[config.mk]
export PLATFORM = sky130hd
export DESIGN_NAME = mdcb_bank
export DESIGN_NICKNAME = d
export VERILOG_FILES = /design/src/mdcb_pkg.sv /design/src/mdcb_bank.sv
export SDC_FILE = /design/constraint.sdc
export NUM_CORES = 1
export LEC_CHECK = 0
export CAP_MARGIN = 20
export CORE_ASPECT_RATIO = 1.5
export CORE_MARGIN = 10
export CORE_UTILIZATION = 45
export DETAILED_ROUTE_END_ITERATION = 7
export DONT_BUFFER_PORTS = 1
export PLACE_DENSITY_LB_ADDON = 0.3
export SLEW_MARGIN = 25
export SYNTH_ARGS = -nofsm -noshare
export SYNTH_HDL_FRONTEND = slang
export SYNTH_SLANG_ARGS = --single-unit
export TNS_END_PERCENT = 50
[constraint.sdc]
create_clock -name i_clock -period 3 [get_ports i_clock]
set_clock_uncertainty 0.2 [all_clocks]
set_input_delay 0.6 -clock i_clock [delete_from_list [all_inputs] [get_ports i_clock]]
set_output_delay 0.6 -clock i_clock [all_outputs]
set_load 0.01 [all_outputs]
[src/mdcb_pkg.sv]
// Constants, register layout and carrier types of the metering DSP control bank.
// Assumes an APB master on one 25 MHz clock and a DSP core that consumes the fields.
//
// What this block does
// - Apparent energy uses RMS or vectorial power; vectorial uses fundamental or active.
// - Per-channel voltage and current bits bypass the high-pass filter when set.
// - Per-channel bit inserts the coil integrator into the current path when set.
// - Voltage and current bits choose fundamental or wideband content for reactive power.
// - Four-bit pulse divider per output, 2^-4 at 0x0 to 2^11 at 0xF, reset 0x4.
// - Two-bit quantity select: active, fundamental, reactive, apparent power.
// - Two-bit source select: primary, secondary, algebraic, raw bitstream.
// - Four-bit field per channel sets how long the event clear is held.
// - Writing 1 clears the channel event history; the bit then returns to 0.
// - Reference enable, 1 at reset, selects the internal reference; 0 needs external.
// - Fourteen-bit sag time threshold in bits 0 to 13.
// - Aux pin carries clock when function bit is 0, zero-cross when 1; two-bit source.
// - Tamper runs only when enabled; tolerance 12.5, 8.33, 6.25, 3.125 percent.
// - Writing 1 to software reset restores every register default, then self-clears.
// - Writing 1 to a channel snapshot bit captures its measurements, then self-clears.
// - While auto latch is set, both channels are captured at 7.8125 kHz.
// - A pulse disable bit holds its pulse output low.
// - Total energy mode: sum of channel energies at 0, difference at 1.
// - Line frequency select: 50 Hz at 0, 60 Hz at 1.
// - Phase register: ten-bit current and two-bit voltage delays per channel, zero at reset.
// - Calibration: twelve-bit gain 0x800, surge threshold all ones, dip threshold zero.
// - Secondary current calibration: gain 0x800 and ten-bit surge threshold all ones.
package mdcb_pkg;

  localparam int          ADDR_W   = 12;
  localparam int          NUM_REGS = 8;
  localparam int          IDX_W    = 3;

  // Register indexes; byte address is four times the index
  localparam logic [IDX_W-1:0] IDX_CH1_CFG  = 3'h0;
  localparam logic [IDX_W-1:0] IDX_CH2_CFG  = 3'h1;
  localparam logic [IDX_W-1:0] IDX_SAG_CTRL = 3'h2;
  localparam logic [IDX_W-1:0] IDX_PHASE    = 3'h3;
  localparam logic [IDX_W-1:0] IDX_V1_CAL   = 3'h4;
  localparam logic [IDX_W-1:0] IDX_HOLE     = 3'h5;
  localparam logic [IDX_W-1:0] IDX_V2_CAL   = 3'h6;
  localparam logic [IDX_W-1:0] IDX_C2_CAL   = 3'h7;

  localparam logic [31:0] REG_RESET [NUM_REGS] = '{
    32'h040000A0, 32'h040000A0, 32'h000004E0, 32'h00000000,
    32'h003FF800, 32'h00000000, 32'h003FF800, 32'h003FF800};
  localparam logic [31:0] REG_WMASK [NUM_REGS] = '{
    32'hFFFE00FF, 32'hFFFE00FF, 32'h0FFFFFFF, 32'h00FFFFFF,
    32'hFFFFFFFF, 32'h00000000, 32'hFFFFFFFF, 32'h003FFFFF};
  // Bits that software can only set and hardware clears
  localparam logic [31:0] REG_SELFCLR [NUM_REGS] = '{
    32'h00000010, 32'h00000010, 32'h00700000, 32'h00000000,
    32'h00000000, 32'h00000000, 32'h00000000, 32'h00000000};

  // Channel configuration register fields
  localparam int CLR_DUR_LSB = 0;
  localparam int CLR_DUR_W   = 4;
  localparam int HIST_CLR    = 4;
  localparam int REF_EN      = 5;
  localparam int REF_TC_LSB  = 6;
  localparam int AEM_BIT     = 17;
  localparam int APM_BIT     = 18;
  localparam int HPF_V_BIT   = 19;
  localparam int HPF_C_BIT   = 20;
  localparam int INTEG_BIT   = 21;
  localparam int BAND_V_BIT  = 22;
  localparam int BAND_C_BIT  = 23;
  localparam int DIV_LSB     = 24;
  localparam int QTY_LSB     = 28;
  localparam int SRC_LSB     = 30;

  // Sag, pin and tamper control fields
  localparam int TIME_LSB    = 0;
  localparam int TIME_W      = 14;
  localparam int AUX_SEL_LSB = 14;
  localparam int AUX_FN_BIT  = 16;
  localparam int TOL_LSB     = 17;
  localparam int TAMPER_DETECT_ENABLE_BIT  = 19;
  localparam int SWRST_BIT   = 20;
  localparam int SNAP1_BIT   = 21;
  localparam int SNAP2_BIT   = 22;
  localparam int AUTO_BIT    = 23;
  localparam int OFF1_BIT    = 24;
  localparam int OFF2_BIT    = 25;
  localparam int CUM_BIT     = 26;
  localparam int FREQ_BIT    = 27;

  // Phase and calibration fields
  localparam int PHC2_LSB  = 0;
  localparam int PHV2_LSB  = 10;
  localparam int CURRENT_PHASE_DELAY_LSB  = 12;
  localparam int VOLTAGE_PHASE_DELAY_LSB  = 22;
  localparam int GAIN_LSB  = 0;
  localparam int SURGE_LSB = 12;
  localparam int DIP_LSB   = 22;

  // Timing
  localparam longint CLK_HZ        = 25_000_000;
  localparam longint AUTO_RATE_MHZ = 7_812_500;   // 7.8125 kHz in millihertz
  localparam int     AUTO_CYC      = int'((CLK_HZ * 1000) / AUTO_RATE_MHZ);
  localparam int     AUTO_CNT_W    = 12;

  typedef struct packed {
    logic        psel;
    logic        penable;
    logic        pwrite;
    logic [ADDR_W-1:0] paddr;
    logic [31:0] pwdata;
  } mdcb_apb_req_t;

  typedef struct packed {
    logic        apparent_energy_method;
    logic        vector_power_source;
    logic        voltage_highpass_bypass;
    logic        current_highpass_bypass;
    logic        coil_integrator_enable;
    logic        voltage_reactive_band;
    logic        current_reactive_band;
    logic [3:0]  pulse_rate_divider;
    logic [1:0]  pulse_quantity_select;
    logic [1:0]  pulse_source_select;
    logic        internal_reference_enable;
    logic [1:0]  reference_tc_select;
    logic [9:0]  current_phase_delay;
    logic [1:0]  voltage_phase_delay;
    logic [11:0] voltage_gain_calibrator;
    logic [9:0]  voltage_surge_threshold;
    logic [9:0]  voltage_dip_threshold;
  } mdcb_chan_cfg_t;

  typedef struct packed {
    logic [13:0] sag_time_threshold;
    logic [1:0]  aux_pin_source_select;
    logic        aux_pin_function;
    logic [1:0]  tamper_tolerance_select;
    logic        tamper_detect_enable;
    logic        total_energy_mode;
    logic        line_frequency_select;
    logic [11:0] current_gain_calibrator;
    logic [9:0]  current_surge_threshold;
  } mdcb_glob_cfg_t;

endpackage

[src/mdcb_bank.sv]
// Metering DSP control bank: APB register file and its strobe and pulse logic.
// Assumes APB master on i_clock, inputs synchronous, DSP consuming the config structs.
//
// Added by the designer: the placing of the registers and register access over APB.
`timescale 1ns/1ns
module mdcb_bank (
  input  wire logic                       i_clock,
  input  wire logic                       i_nrst,
  input  wire mdcb_pkg::mdcb_apb_req_t    i_apb,
  output logic                            o_pready,
  output logic [31:0]                     o_prdata,
  output logic                            o_pslverr,
  input  wire logic [1:0]                 i_pulse_src,
  output logic [1:0]                      o_pulse_out,
  output logic [1:0]                      o_event_clear,
  output logic [1:0]                      o_snapshot,
  output mdcb_pkg::mdcb_chan_cfg_t [1:0]  o_chan_cfg,
  output mdcb_pkg::mdcb_glob_cfg_t        o_glob_cfg
);
  import mdcb_pkg::*;

  // ----------------------------------------
  // Decode helpers
  // ----------------------------------------
  function automatic logic addr_mapped(input logic [ADDR_W-1:0] a);
    addr_mapped = (a[1:0] == 2'h0) && (a[ADDR_W-1:IDX_W+2] == '0)
                  && (a[IDX_W+1:2] != IDX_HOLE);
  endfunction

  function automatic logic [IDX_W-1:0] addr_index(input logic [ADDR_W-1:0] a);
    addr_index = a[IDX_W+1:2];
  endfunction

  // ----------------------------------------
  // Storage
  // ----------------------------------------
  logic [31:0]           cfg_r     [NUM_REGS];
  logic [31:0]           cfg_nxt   [NUM_REGS];
  logic [NUM_REGS-1:0]   wr_hit;
  logic [NUM_REGS-1:0][31:0] hw_clr;
  logic                  pready_r;
  logic [31:0]           prdata_r;
  logic                  pslverr_r;
  logic [CLR_DUR_W-1:0]  clr_cnt_r [2];
  logic [1:0]            clr_done;
  logic [AUTO_CNT_W-1:0] auto_cnt_r;
  logic                  auto_tick;
  logic [1:0]            event_clear_r;
  logic [1:0]            snapshot_r;
  logic [1:0]            pulse_out_r;
  logic                  access;
  logic                  swrst;

  assign access = i_apb.psel && i_apb.penable && pready_r;
  assign swrst  = cfg_r[IDX_SAG_CTRL][SWRST_BIT];

  // ----------------------------------------
  // APB slave, one wait state
  // ----------------------------------------
  always_ff @(posedge i_clock or negedge i_nrst) begin
    if (!i_nrst) begin
      pready_r <= 1'b0;
    end else begin
      pready_r <= i_apb.psel && i_apb.penable && !pready_r;
    end
  end

  always_ff @(posedge i_clock or negedge i_nrst) begin
    if (!i_nrst) begin
      prdata_r  <= 32'h00000000;
      pslverr_r <= 1'b0;
    end else if (i_apb.psel && i_apb.penable && !pready_r) begin
      pslverr_r <= !addr_mapped(i_apb.paddr);
      if (!i_apb.pwrite && addr_mapped(i_apb.paddr)) begin
        prdata_r <= cfg_r[addr_index(i_apb.paddr)];
      end else begin
        prdata_r <= 32'h00000000;
      end
    end else begin
      prdata_r  <= 32'h00000000;
      pslverr_r <= 1'b0;
    end
  end

  // ----------------------------------------
  // Register update
  // ----------------------------------------
  // Hardware clears of self-clearing bits; a write setting the bit wins
  always_comb begin
    hw_clr = '0;
    hw_clr[IDX_CH1_CFG][HIST_CLR]   = clr_done[0];
    hw_clr[IDX_CH2_CFG][HIST_CLR]   = clr_done[1];
    hw_clr[IDX_SAG_CTRL][SNAP1_BIT] = 1'b1;
    hw_clr[IDX_SAG_CTRL][SNAP2_BIT] = 1'b1;
  end

  genvar g;
  generate
    for (g = 0; g < NUM_REGS; g++) begin : g_reg
      assign wr_hit[g] = access && i_apb.pwrite && addr_mapped(i_apb.paddr)
                         && (addr_index(i_apb.paddr) == IDX_W'(g));

      always_comb begin
        cfg_nxt[g] = cfg_r[g] & ~hw_clr[g];
        if (wr_hit[g]) begin
          // Reserved bits keep their value; self-clearing bits only set
          cfg_nxt[g] = (i_apb.pwdata & REG_WMASK[g] & ~REG_SELFCLR[g])
                     | (cfg_r[g] & ~REG_WMASK[g])
                     | ((cfg_r[g] & ~hw_clr[g]) & REG_SELFCLR[g])
                     | (i_apb.pwdata & REG_SELFCLR[g]);
        end
      end

      always_ff @(posedge i_clock or negedge i_nrst) begin
        if (!i_nrst) begin
          cfg_r[g] <= REG_RESET[g];
        end else if (swrst) begin
          cfg_r[g] <= REG_RESET[g];
        end else begin
          cfg_r[g] <= cfg_nxt[g];
        end
      end
    end
  endgenerate

  // ----------------------------------------
  // Event history clear, held for duration + 1 cycles
  // ----------------------------------------
  generate
    for (g = 0; g < 2; g++) begin : g_clr
      assign clr_done[g] = cfg_r[g][HIST_CLR]
                           && (clr_cnt_r[g] == cfg_r[g][CLR_DUR_LSB +: CLR_DUR_W]);

      always_ff @(posedge i_clock or negedge i_nrst) begin
        if (!i_nrst) begin
          clr_cnt_r[g] <= '0;
        end else if (!cfg_r[g][HIST_CLR] || clr_done[g]) begin
          clr_cnt_r[g] <= '0;
        end else begin
          clr_cnt_r[g] <= clr_cnt_r[g] + 1'b1;
        end
      end
    end
  endgenerate

  always_ff @(posedge i_clock or negedge i_nrst) begin
    if (!i_nrst) begin
      event_clear_r <= 2'h0;
    end else begin
      event_clear_r <= {cfg_r[IDX_CH2_CFG][HIST_CLR], cfg_r[IDX_CH1_CFG][HIST_CLR]};
    end
  end

  // ----------------------------------------
  // Snapshot strobes and automatic latch
  // ----------------------------------------
  assign auto_tick = cfg_r[IDX_SAG_CTRL][AUTO_BIT]
                     && (auto_cnt_r == AUTO_CNT_W'(AUTO_CYC - 1));

  always_ff @(posedge i_clock or negedge i_nrst) begin
    if (!i_nrst) begin
      auto_cnt_r <= '0;
    end else if (!cfg_r[IDX_SAG_CTRL][AUTO_BIT] || auto_tick) begin
      auto_cnt_r <= '0;
    end else begin
      auto_cnt_r <= auto_cnt_r + 1'b1;
    end
  end

  always_ff @(posedge i_clock or negedge i_nrst) begin
    if (!i_nrst) begin
      snapshot_r <= 2'h0;
    end else begin
      snapshot_r <= {cfg_r[IDX_SAG_CTRL][SNAP2_BIT], cfg_r[IDX_SAG_CTRL][SNAP1_BIT]}
                    | {2{auto_tick}};
    end
  end

  // ----------------------------------------
  // Pulse outputs
  // ----------------------------------------
  always_ff @(posedge i_clock or negedge i_nrst) begin
    if (!i_nrst) begin
      pulse_out_r <= 2'h0;
    end else begin
      pulse_out_r <= i_pulse_src & ~{cfg_r[IDX_SAG_CTRL][OFF2_BIT],
                                     cfg_r[IDX_SAG_CTRL][OFF1_BIT]};
    end
  end

  // ----------------------------------------
  // Configuration fields, straight from the registers
  // ----------------------------------------
  generate
    for (g = 0; g < 2; g++) begin : g_cfg
      always_comb begin
        o_chan_cfg[g].apparent_energy_method    = cfg_r[g][AEM_BIT];
        o_chan_cfg[g].vector_power_source       = cfg_r[g][APM_BIT];
        o_chan_cfg[g].voltage_highpass_bypass   = cfg_r[g][HPF_V_BIT];
        o_chan_cfg[g].current_highpass_bypass   = cfg_r[g][HPF_C_BIT];
        o_chan_cfg[g].coil_integrator_enable    = cfg_r[g][INTEG_BIT];
        o_chan_cfg[g].voltage_reactive_band     = cfg_r[g][BAND_V_BIT];
        o_chan_cfg[g].current_reactive_band     = cfg_r[g][BAND_C_BIT];
        o_chan_cfg[g].pulse_rate_divider        = cfg_r[g][DIV_LSB +: 4];
        o_chan_cfg[g].pulse_quantity_select     = cfg_r[g][QTY_LSB +: 2];
        o_chan_cfg[g].pulse_source_select       = cfg_r[g][SRC_LSB +: 2];
        o_chan_cfg[g].internal_reference_enable = cfg_r[g][REF_EN];
        o_chan_cfg[g].reference_tc_select       = cfg_r[g][REF_TC_LSB +: 2];
        if (g == 0) begin
          o_chan_cfg[g].current_phase_delay = cfg_r[IDX_PHASE][CURRENT_PHASE_DELAY_LSB +: 10];
          o_chan_cfg[g].voltage_phase_delay = cfg_r[IDX_PHASE][VOLTAGE_PHASE_DELAY_LSB +: 2];
          o_chan_cfg[g].voltage_gain_calibrator = cfg_r[IDX_V1_CAL][GAIN_LSB +: 12];
          o_chan_cfg[g].voltage_surge_threshold = cfg_r[IDX_V1_CAL][SURGE_LSB +: 10];
          o_chan_cfg[g].voltage_dip_threshold   = cfg_r[IDX_V1_CAL][DIP_LSB +: 10];
        end else begin
          o_chan_cfg[g].current_phase_delay = cfg_r[IDX_PHASE][PHC2_LSB +: 10];
          o_chan_cfg[g].voltage_phase_delay = cfg_r[IDX_PHASE][PHV2_LSB +: 2];
          o_chan_cfg[g].voltage_gain_calibrator = cfg_r[IDX_V2_CAL][GAIN_LSB +: 12];
          o_chan_cfg[g].voltage_surge_threshold = cfg_r[IDX_V2_CAL][SURGE_LSB +: 10];
          o_chan_cfg[g].voltage_dip_threshold   = cfg_r[IDX_V2_CAL][DIP_LSB +: 10];
        end
      end
    end
  endgenerate

  always_comb begin
    o_glob_cfg.sag_time_threshold      = cfg_r[IDX_SAG_CTRL][TIME_LSB +: TIME_W];
    o_glob_cfg.aux_pin_source_select   = cfg_r[IDX_SAG_CTRL][AUX_SEL_LSB +: 2];
    o_glob_cfg.aux_pin_function        = cfg_r[IDX_SAG_CTRL][AUX_FN_BIT];
    o_glob_cfg.tamper_tolerance_select = cfg_r[IDX_SAG_CTRL][TOL_LSB +: 2];
    o_glob_cfg.tamper_detect_enable    = cfg_r[IDX_SAG_CTRL][TAMPER_DETECT_ENABLE_BIT];
    o_glob_cfg.total_energy_mode       = cfg_r[IDX_SAG_CTRL][CUM_BIT];
    o_glob_cfg.line_frequency_select   = cfg_r[IDX_SAG_CTRL][FREQ_BIT];
    o_glob_cfg.current_gain_calibrator = cfg_r[IDX_C2_CAL][GAIN_LSB +: 12];
    o_glob_cfg.current_surge_threshold = cfg_r[IDX_C2_CAL][SURGE_LSB +: 10];
  end

  assign o_pready      = pready_r;
  assign o_prdata      = prdata_r;
  assign o_pslverr     = pslverr_r;
  assign o_event_clear = event_clear_r;
  assign o_snapshot    = snapshot_r;
  assign o_pulse_out   = pulse_out_r;
endmodule

## Yosys cells after proc, flatten, opt, wreduce, memory -nomap -nowiden

Cells that the tools add are included.

| operators by class | value |
|---|---|
| add/subtract/negate cells | 3 |
| $lt $le $gt $ge | 1 |
| equal/unequal tests | 10 |
| mux-type cells | 23 |
| bitwise logic cells | 19 |
| reductions and logical operators | 35 |

Operator list:

| kind | number |
|---|---|
| $mux W32 | 18 |
| $or A32 B5 Y32 | 4 |
| $bmux W32 S3 | 1 |
| $and A32 B32 Y32 | 2 |
| $not A5 Y32 | 2 |
| $or A32 B17 Y32 | 2 |
| $or A22 B32 Y32 | 1 |
| $or A24 B32 Y32 | 1 |
| $or A28 B32 Y32 | 1 |
| $or A32 B21 Y32 | 1 |
| $or A32 B23 Y32 | 1 |
| $logic_and A1 B1 Y1 | 18 |
| $add A12 B1 Y12 const B | 1 |
| $eq A12 B12 Y1 const B | 1 |
| $mux W12 | 1 |
| $reduce_bool A2 Y1 | 5 |
| $eq A3 B3 Y1 const B | 3 |
| $add A4 B1 Y4 const B | 2 |
| $eq A4 B4 Y1 | 2 |
| $mux W4 | 2 |
| $logic_not A7 Y1 | 1 |
| $eq A3 B2 Y1 const B | 2 |
| $logic_not A1 Y1 | 6 |
| $ge A4 B4 Y1 const B | 1 |
| other kinds (10) | 12 |

| word-level totals | value |
|---|---|
| bits in registers | 284 |
| output and inout bits | 208 |

## Logic depth before layout (Yosys ltp)

| logic depth | value |
|---|---|
| depth in word-level cells | 8 |
| mapped depth | 7 |
| depth with buffers taken out | 5 |

## Worst setup path before layout

No wires, ideal clock.

| timing path | value |
|---|---|
| path type | input -> register |
| start point | input port i_apb[41] (netlist bit) |
| end point | register cfg_r, in the netlist o_chan_cfg[63] |
| arrival | 1877 ps |
| data required time | 2672 ps |
| setup slack | 795 ps |
| stages on the path | 6 |
| path buffers | 2 |
| cells stage by stage | nor2_1 > nand3_2 > or4_1 > buf_6 > buf_6 > mux2i_1 |

| between the ends | value |
|---|---|
| word-level cells in the longest chain between the ends | 6 |

RTL lines:

| element | RTL line | source |
|---|---|---|
| start, declared | mdcb_bank.sv:9 | `input wire mdcb_pkg::mdcb_apb_req_t i_apb,` |
| $logic_not A7 Y1 | mdcb_bank.sv:26 | `addr_mapped = (a[1:0] == 2'h0) && (a[ADDR_W-1:IDX_W+2] == '0)` |
| $logic_and A1 B1 Y1 | mdcb_bank.sv:26 |  |
| $logic_and A1 B1 Y1 | mdcb_bank.sv:27 | `&& (a[IDX_W+1:2] != IDX_HOLE);` |
| $logic_and A1 B1 Y1 | mdcb_bank.sv:100 | `assign wr_hit[g] = access && i_apb.pwrite && addr_mapped(i_apb.paddr)` |
| $logic_and A1 B1 Y1 | mdcb_bank.sv:101 | `&& (addr_index(i_apb.paddr) == IDX_W'(g));` |
| $reduce_bool A2 Y1 (no source line) | n/a |  |
| end signal, assigned by index | mdcb_bank.sv:116 | `cfg_r[g] <= REG_RESET[g];` |
| end signal, assigned by index | mdcb_bank.sv:118 | `cfg_r[g] <= REG_RESET[g];` |
| end signal, assigned by index | mdcb_bank.sv:120 | `cfg_r[g] <= cfg_nxt[g];` |
| end, declared | mdcb_bank.sv:37 | `logic [31:0] cfg_r [NUM_REGS];` |

Every way passes these cells.
A chain may end at the register's enable or synchronous reset.

## Final worst setup path

| timing path | value |
|---|---|
| start point | register pready_r (netlist: o_pready) |
| end point | register cfg_r, in the netlist o_chan_cfg[104] |

| between the ends | value |
|---|---|
| word-level cells in the longest chain between the ends | 5 |

RTL lines:

| element | RTL line | source |
|---|---|---|
| start, declared | mdcb_bank.sv:41 | `logic pready_r;` |
| start signal, assigned | mdcb_bank.sv:64 | `pready_r <= i_apb.psel && i_apb.penable && !pready_r;` |
| $logic_and A1 B1 Y1 | mdcb_bank.sv:54 | `assign access = i_apb.psel && i_apb.penable && pready_r;` |
| $logic_and A1 B1 Y1 (2 in series) | mdcb_bank.sv:100 |  |
| $logic_and A1 B1 Y1 | mdcb_bank.sv:101 |  |
| $reduce_bool A2 Y1 (no source line) | n/a |  |

Every way passes these cells.

==> metrics.cfg <==
[synth]
synth_largest_area_cell = sky130_fd_sc_hd__dfrtp_1
postSynthCellCount = 1194
seq_area_frac_synth_pct = 47.03
postSynthAreaPerCell_um2 = 10.97
syn_area_um2 = 13100
post-synth-top-area-fraction_pct = 38.40
synth-async-reset-ratio_pct = 100.0
yosysUniqueCellTypes = 48
synth_top_cells_by_area = sky130_fd_sc_hd__dfrtp_1 (38%), sky130_fd_sc_hd__mux2i_1 (14%), sky130_fd_sc_hd__buf_4 (9.7%)
synth.yosys.warnings = 0
post_synth_most_frequent_cells = sky130_fd_sc_hd__dfrtp_1 (201), sky130_fd_sc_hd__mux2i_1 (184), sky130_fd_sc_hd__buf_4 (170)
synth-seq-cells = 244
synth_top_flop_cell = sky130_fd_sc_hd__dfrtp_1
mappedNetlistNets = 1248
synth-edff-count = 0
post-synth-top-count-cell = sky130_fd_sc_hd__dfrtp_1

[power_and_ir_drop]
power_per_cell_area_nw_per_um2 = 508.0
fraction_of_power_consumed_by_sequential_logic_pct = 50.7
power.static_leakage_nw = 6.310
power.combinational.fraction_pct = 3.8
vdd_drop_max_mv = 0.4132
relative_contribution_of_the_clock_network_to_total_power_pct = 45.5
netSwitchingPower_w = 0.001490
sw_frac_of_total_pct = 22.40
intPower_w = 0.005163

[place]
dp_worst_setup_slack_ps = 489.9
io_buffers = 0
globalplace.congestion = 0.8644
dp_hpwl_mm = 24.28

[setup_path]
crit_required_ps = 3250
worst_setup_path_start_kind = flip-flop
arrival_ps = 2530
cp-end-kind = flip-flop
critical_path_peak_fanout = 11
crit_type = reg2reg

[floorplan]
row_count = 76
initial_utilization_pct = 45.61
die-area_um2 = 36470
core-area_um2 = 28720
die_h_um = 228.9
ios = 259
die_width_um = 159.3

[detailed_routing]
routed-wl-met3_mm = 3.216
highest_layer = met4
route.detailed.wl_per_inst_um = 25.25
via_per_inst = 5.604
route.antenna.remaining_nets = 0
count_of_routing_violations_after_the_opening_detailed_route_iteration = 476
routedLengthMet1_mm = 13.55
first_pass_iters = 5
wl_mm = 35.98
detailroute.via_count = 7985
met2_length_mm = 18.26
drc = 0

[clock_network]
htreeDepth = 1
tritoncts = built
clock-sinks = 244
cts-root-to-sink-buffers = 3
cts.repair.resized = 0
clock_tree.root_cell = sky130_fd_sc_hd__clkbuf_16
cts-buffers-inserted = 25
post_cts.repair.setup_buffers = 0
cts_hold_buf = 9
insertion_delay_ps = 540
path_clk_slew_ps = 60

[sta]
timing.final.max_slew_violations = 0
period_needed_ps = 2278
grt_setup_unrepaired = no
fmax_ghz = 0.4390
fin_hold_ws_ps = -448.8
setup_ws_ps = 722.0
timing.final.crit_share_pct = 75.93
setup-violations-final = 0
relSlewSlack_pct = 37.81
worst_slew_pin_tran_ps = 931.8
totalNegativeSetupSlack_ps = 0
finalHoldViolations = 240

[worst_hold_path]
holdCritPathClass = in2async

[finish]
ff_latch_area_um2 = 6163
multi_input_area_um2 = 5313
n_antenna_cell = 0
layout.core_utilization_pct = 45.60
syn2layout_area_growth_pct = -0.01880
filler_cell_count = 2689
final_layout_size_suffix_gt1_share_pct = 16.33
layout.nets = 1070

[grt]
groute.usage.overall_pct = 19.07
vias_in_the_first_global_route = 8366
initial_antenna_violation_count = 0
maximum_number_of_pins_on_one_net_before_global_route_repair = 245
grt_pass1_wl_mm = 55.01
grt_overflow = 0

[job]
timing.max_cap.violations = 0

[status]
outcome = complete, but fails checks
failed_checks = negative hold slack

-- metal layers --
layer | vias up | GRT usage [%]
met2 | 265 | 33.00
met5 | - | 0
met4 | 0 | 6.069
met3 | 56 | 6.885
li1 | 3549 | -
met1 | 4115 | 21.40
-- state kept, by name, indices dropped and copies added, names as in the netlist, 2 cells and up --
name           count
auto_cnt_r        12
cfg_r             16
o_event_clear      2
o_glob_cfg        44
clr_cnt_r          8
o_pulse_out        2
o_prdata          32
o_chan_cfg       124
o_snapshot         2
-- layout by cell type, fill, tap and decap left out, types with 7 or more instances in the layout --
cell type and n:
sky130_fd_sc_hd__xnor2_1 9, sky130_fd_sc_hd__nand2_1 14, sky130_fd_sc_hd__clkbuf_8 7, sky130_fd_sc_hd__o31ai_1 12, sky130_fd_sc_hd__o22a_1 9, sky130_fd_sc_hd__clkbuf_1 9
sky130_fd_sc_hd__nand4_1 14, sky130_fd_sc_hd__mux4_2 15, sky130_fd_sc_hd__nor3_1 17, sky130_fd_sc_hd__o21ai_0 9, sky130_fd_sc_hd__and2_1 8, sky130_fd_sc_hd__buf_4 29
sky130_fd_sc_hd__a221oi_1 13, sky130_fd_sc_hd__nor2_1 109, sky130_fd_sc_hd__dlygate4sd3_1 9, sky130_fd_sc_hd__mux2_2 28, sky130_fd_sc_hd__nand3_1 16, sky130_fd_sc_hd__mux2i_1 184
sky130_fd_sc_hd__xor2_1 12, sky130_fd_sc_hd__dfrtp_1 200, sky130_fd_sc_hd__clkbuf_16 25, sky130_fd_sc_hd__a22oi_1 11, sky130_fd_sc_hd__nand2b_1 154, sky130_fd_sc_hd__dfstp_2 43
sky130_fd_sc_hd__a21oi_1 22
-- cell families (layout without fill, tap and decap cells) --
logic type | after synthesis | in the layout | synth area share [%]
muxes | 227 | 227 | 19.05
AOI/OAI and AO/OA | 85 | 85 | 4.480
adders and majority gates | 3 | 3 | 0.2866
and+or+nand+nor | 365 | 365 | 15.12
buffers and inverters | 249 | 90 | 12.63
DFF | 244 | 244 | 47.03
xor gates and xnor gates | 21 | 21 | 1.404
-- per-stage QoR --
stage          instances  power [W]  area [um2]
2_1_floorplan       1194   0.003643       13100
3_3_place_gp        1370   0.003671       12220
3_5_place_dp        1370   0.003674       12220
4_1_cts             1425   0.006740       13100
5_1_grt             1425   0.006892       13100
6_report            1425   0.006653       13100
-- worst max-delay path, stage by stage (launching register included) --
cell and delay, ps:
sky130_fd_sc_hd__dfrtp_1 430, sky130_fd_sc_hd__nand4_2 320, sky130_fd_sc_hd__or3_1 600, sky130_fd_sc_hd__nor3_2 150
sky130_fd_sc_hd__buf_4 280, sky130_fd_sc_hd__mux2i_1 210
-- power groups by stage --
stage,Combinational (W),Clock [W],Sequential [W]
global placement,0.000238,0,0.00343
CTS,0.000254,0.00311,0.00337
global route,0.000280,0.00323,0.00338
finish,0.000252,0.00303,0.00337
floorplan,0.000220,0,0.00342
detailed placement,0.000242,0,0.00343
-- area by class of cell --
class	instances	share of cell area, %
clock inverter	5	0.2198
multi-input combinational	701	40.57
timing repair buffer	39	2.503
clock buffer	41	5.771
inverter	5	0.1433
sequential	244	47.07
tap	390	3.726
-- final timing paths --
path / start / endpoint / slack [ps] / cells past startpoint
min in group i_clock: i_apb[12] / o_chan_cfg[34]$_DFFE_PN0P_ / 20 / 2
hold / removal: i_nrst / auto_cnt_r[2]$_DFF_PN0_ / -450 / 0
setup reg to reg: o_pready$_DFF_PN0_ / o_chan_cfg[104]$_DFFE_PN0P_ / 720 / 5
setup / recovery: o_pready$_DFF_PN0_ / o_chan_cfg[104]$_DFFE_PN0P_ / 720 / 5
hold reg to reg: cfg_r[196]$_DFF_PN0_ / o_event_clear[1]$_DFF_PN0_ / 230 / 0
max in group asynchronous: i_nrst / cfg_r[224]$_DFFE_PN0P_ / 2520 / 0
No activity file was read; power rests on OpenSTA's default activity.
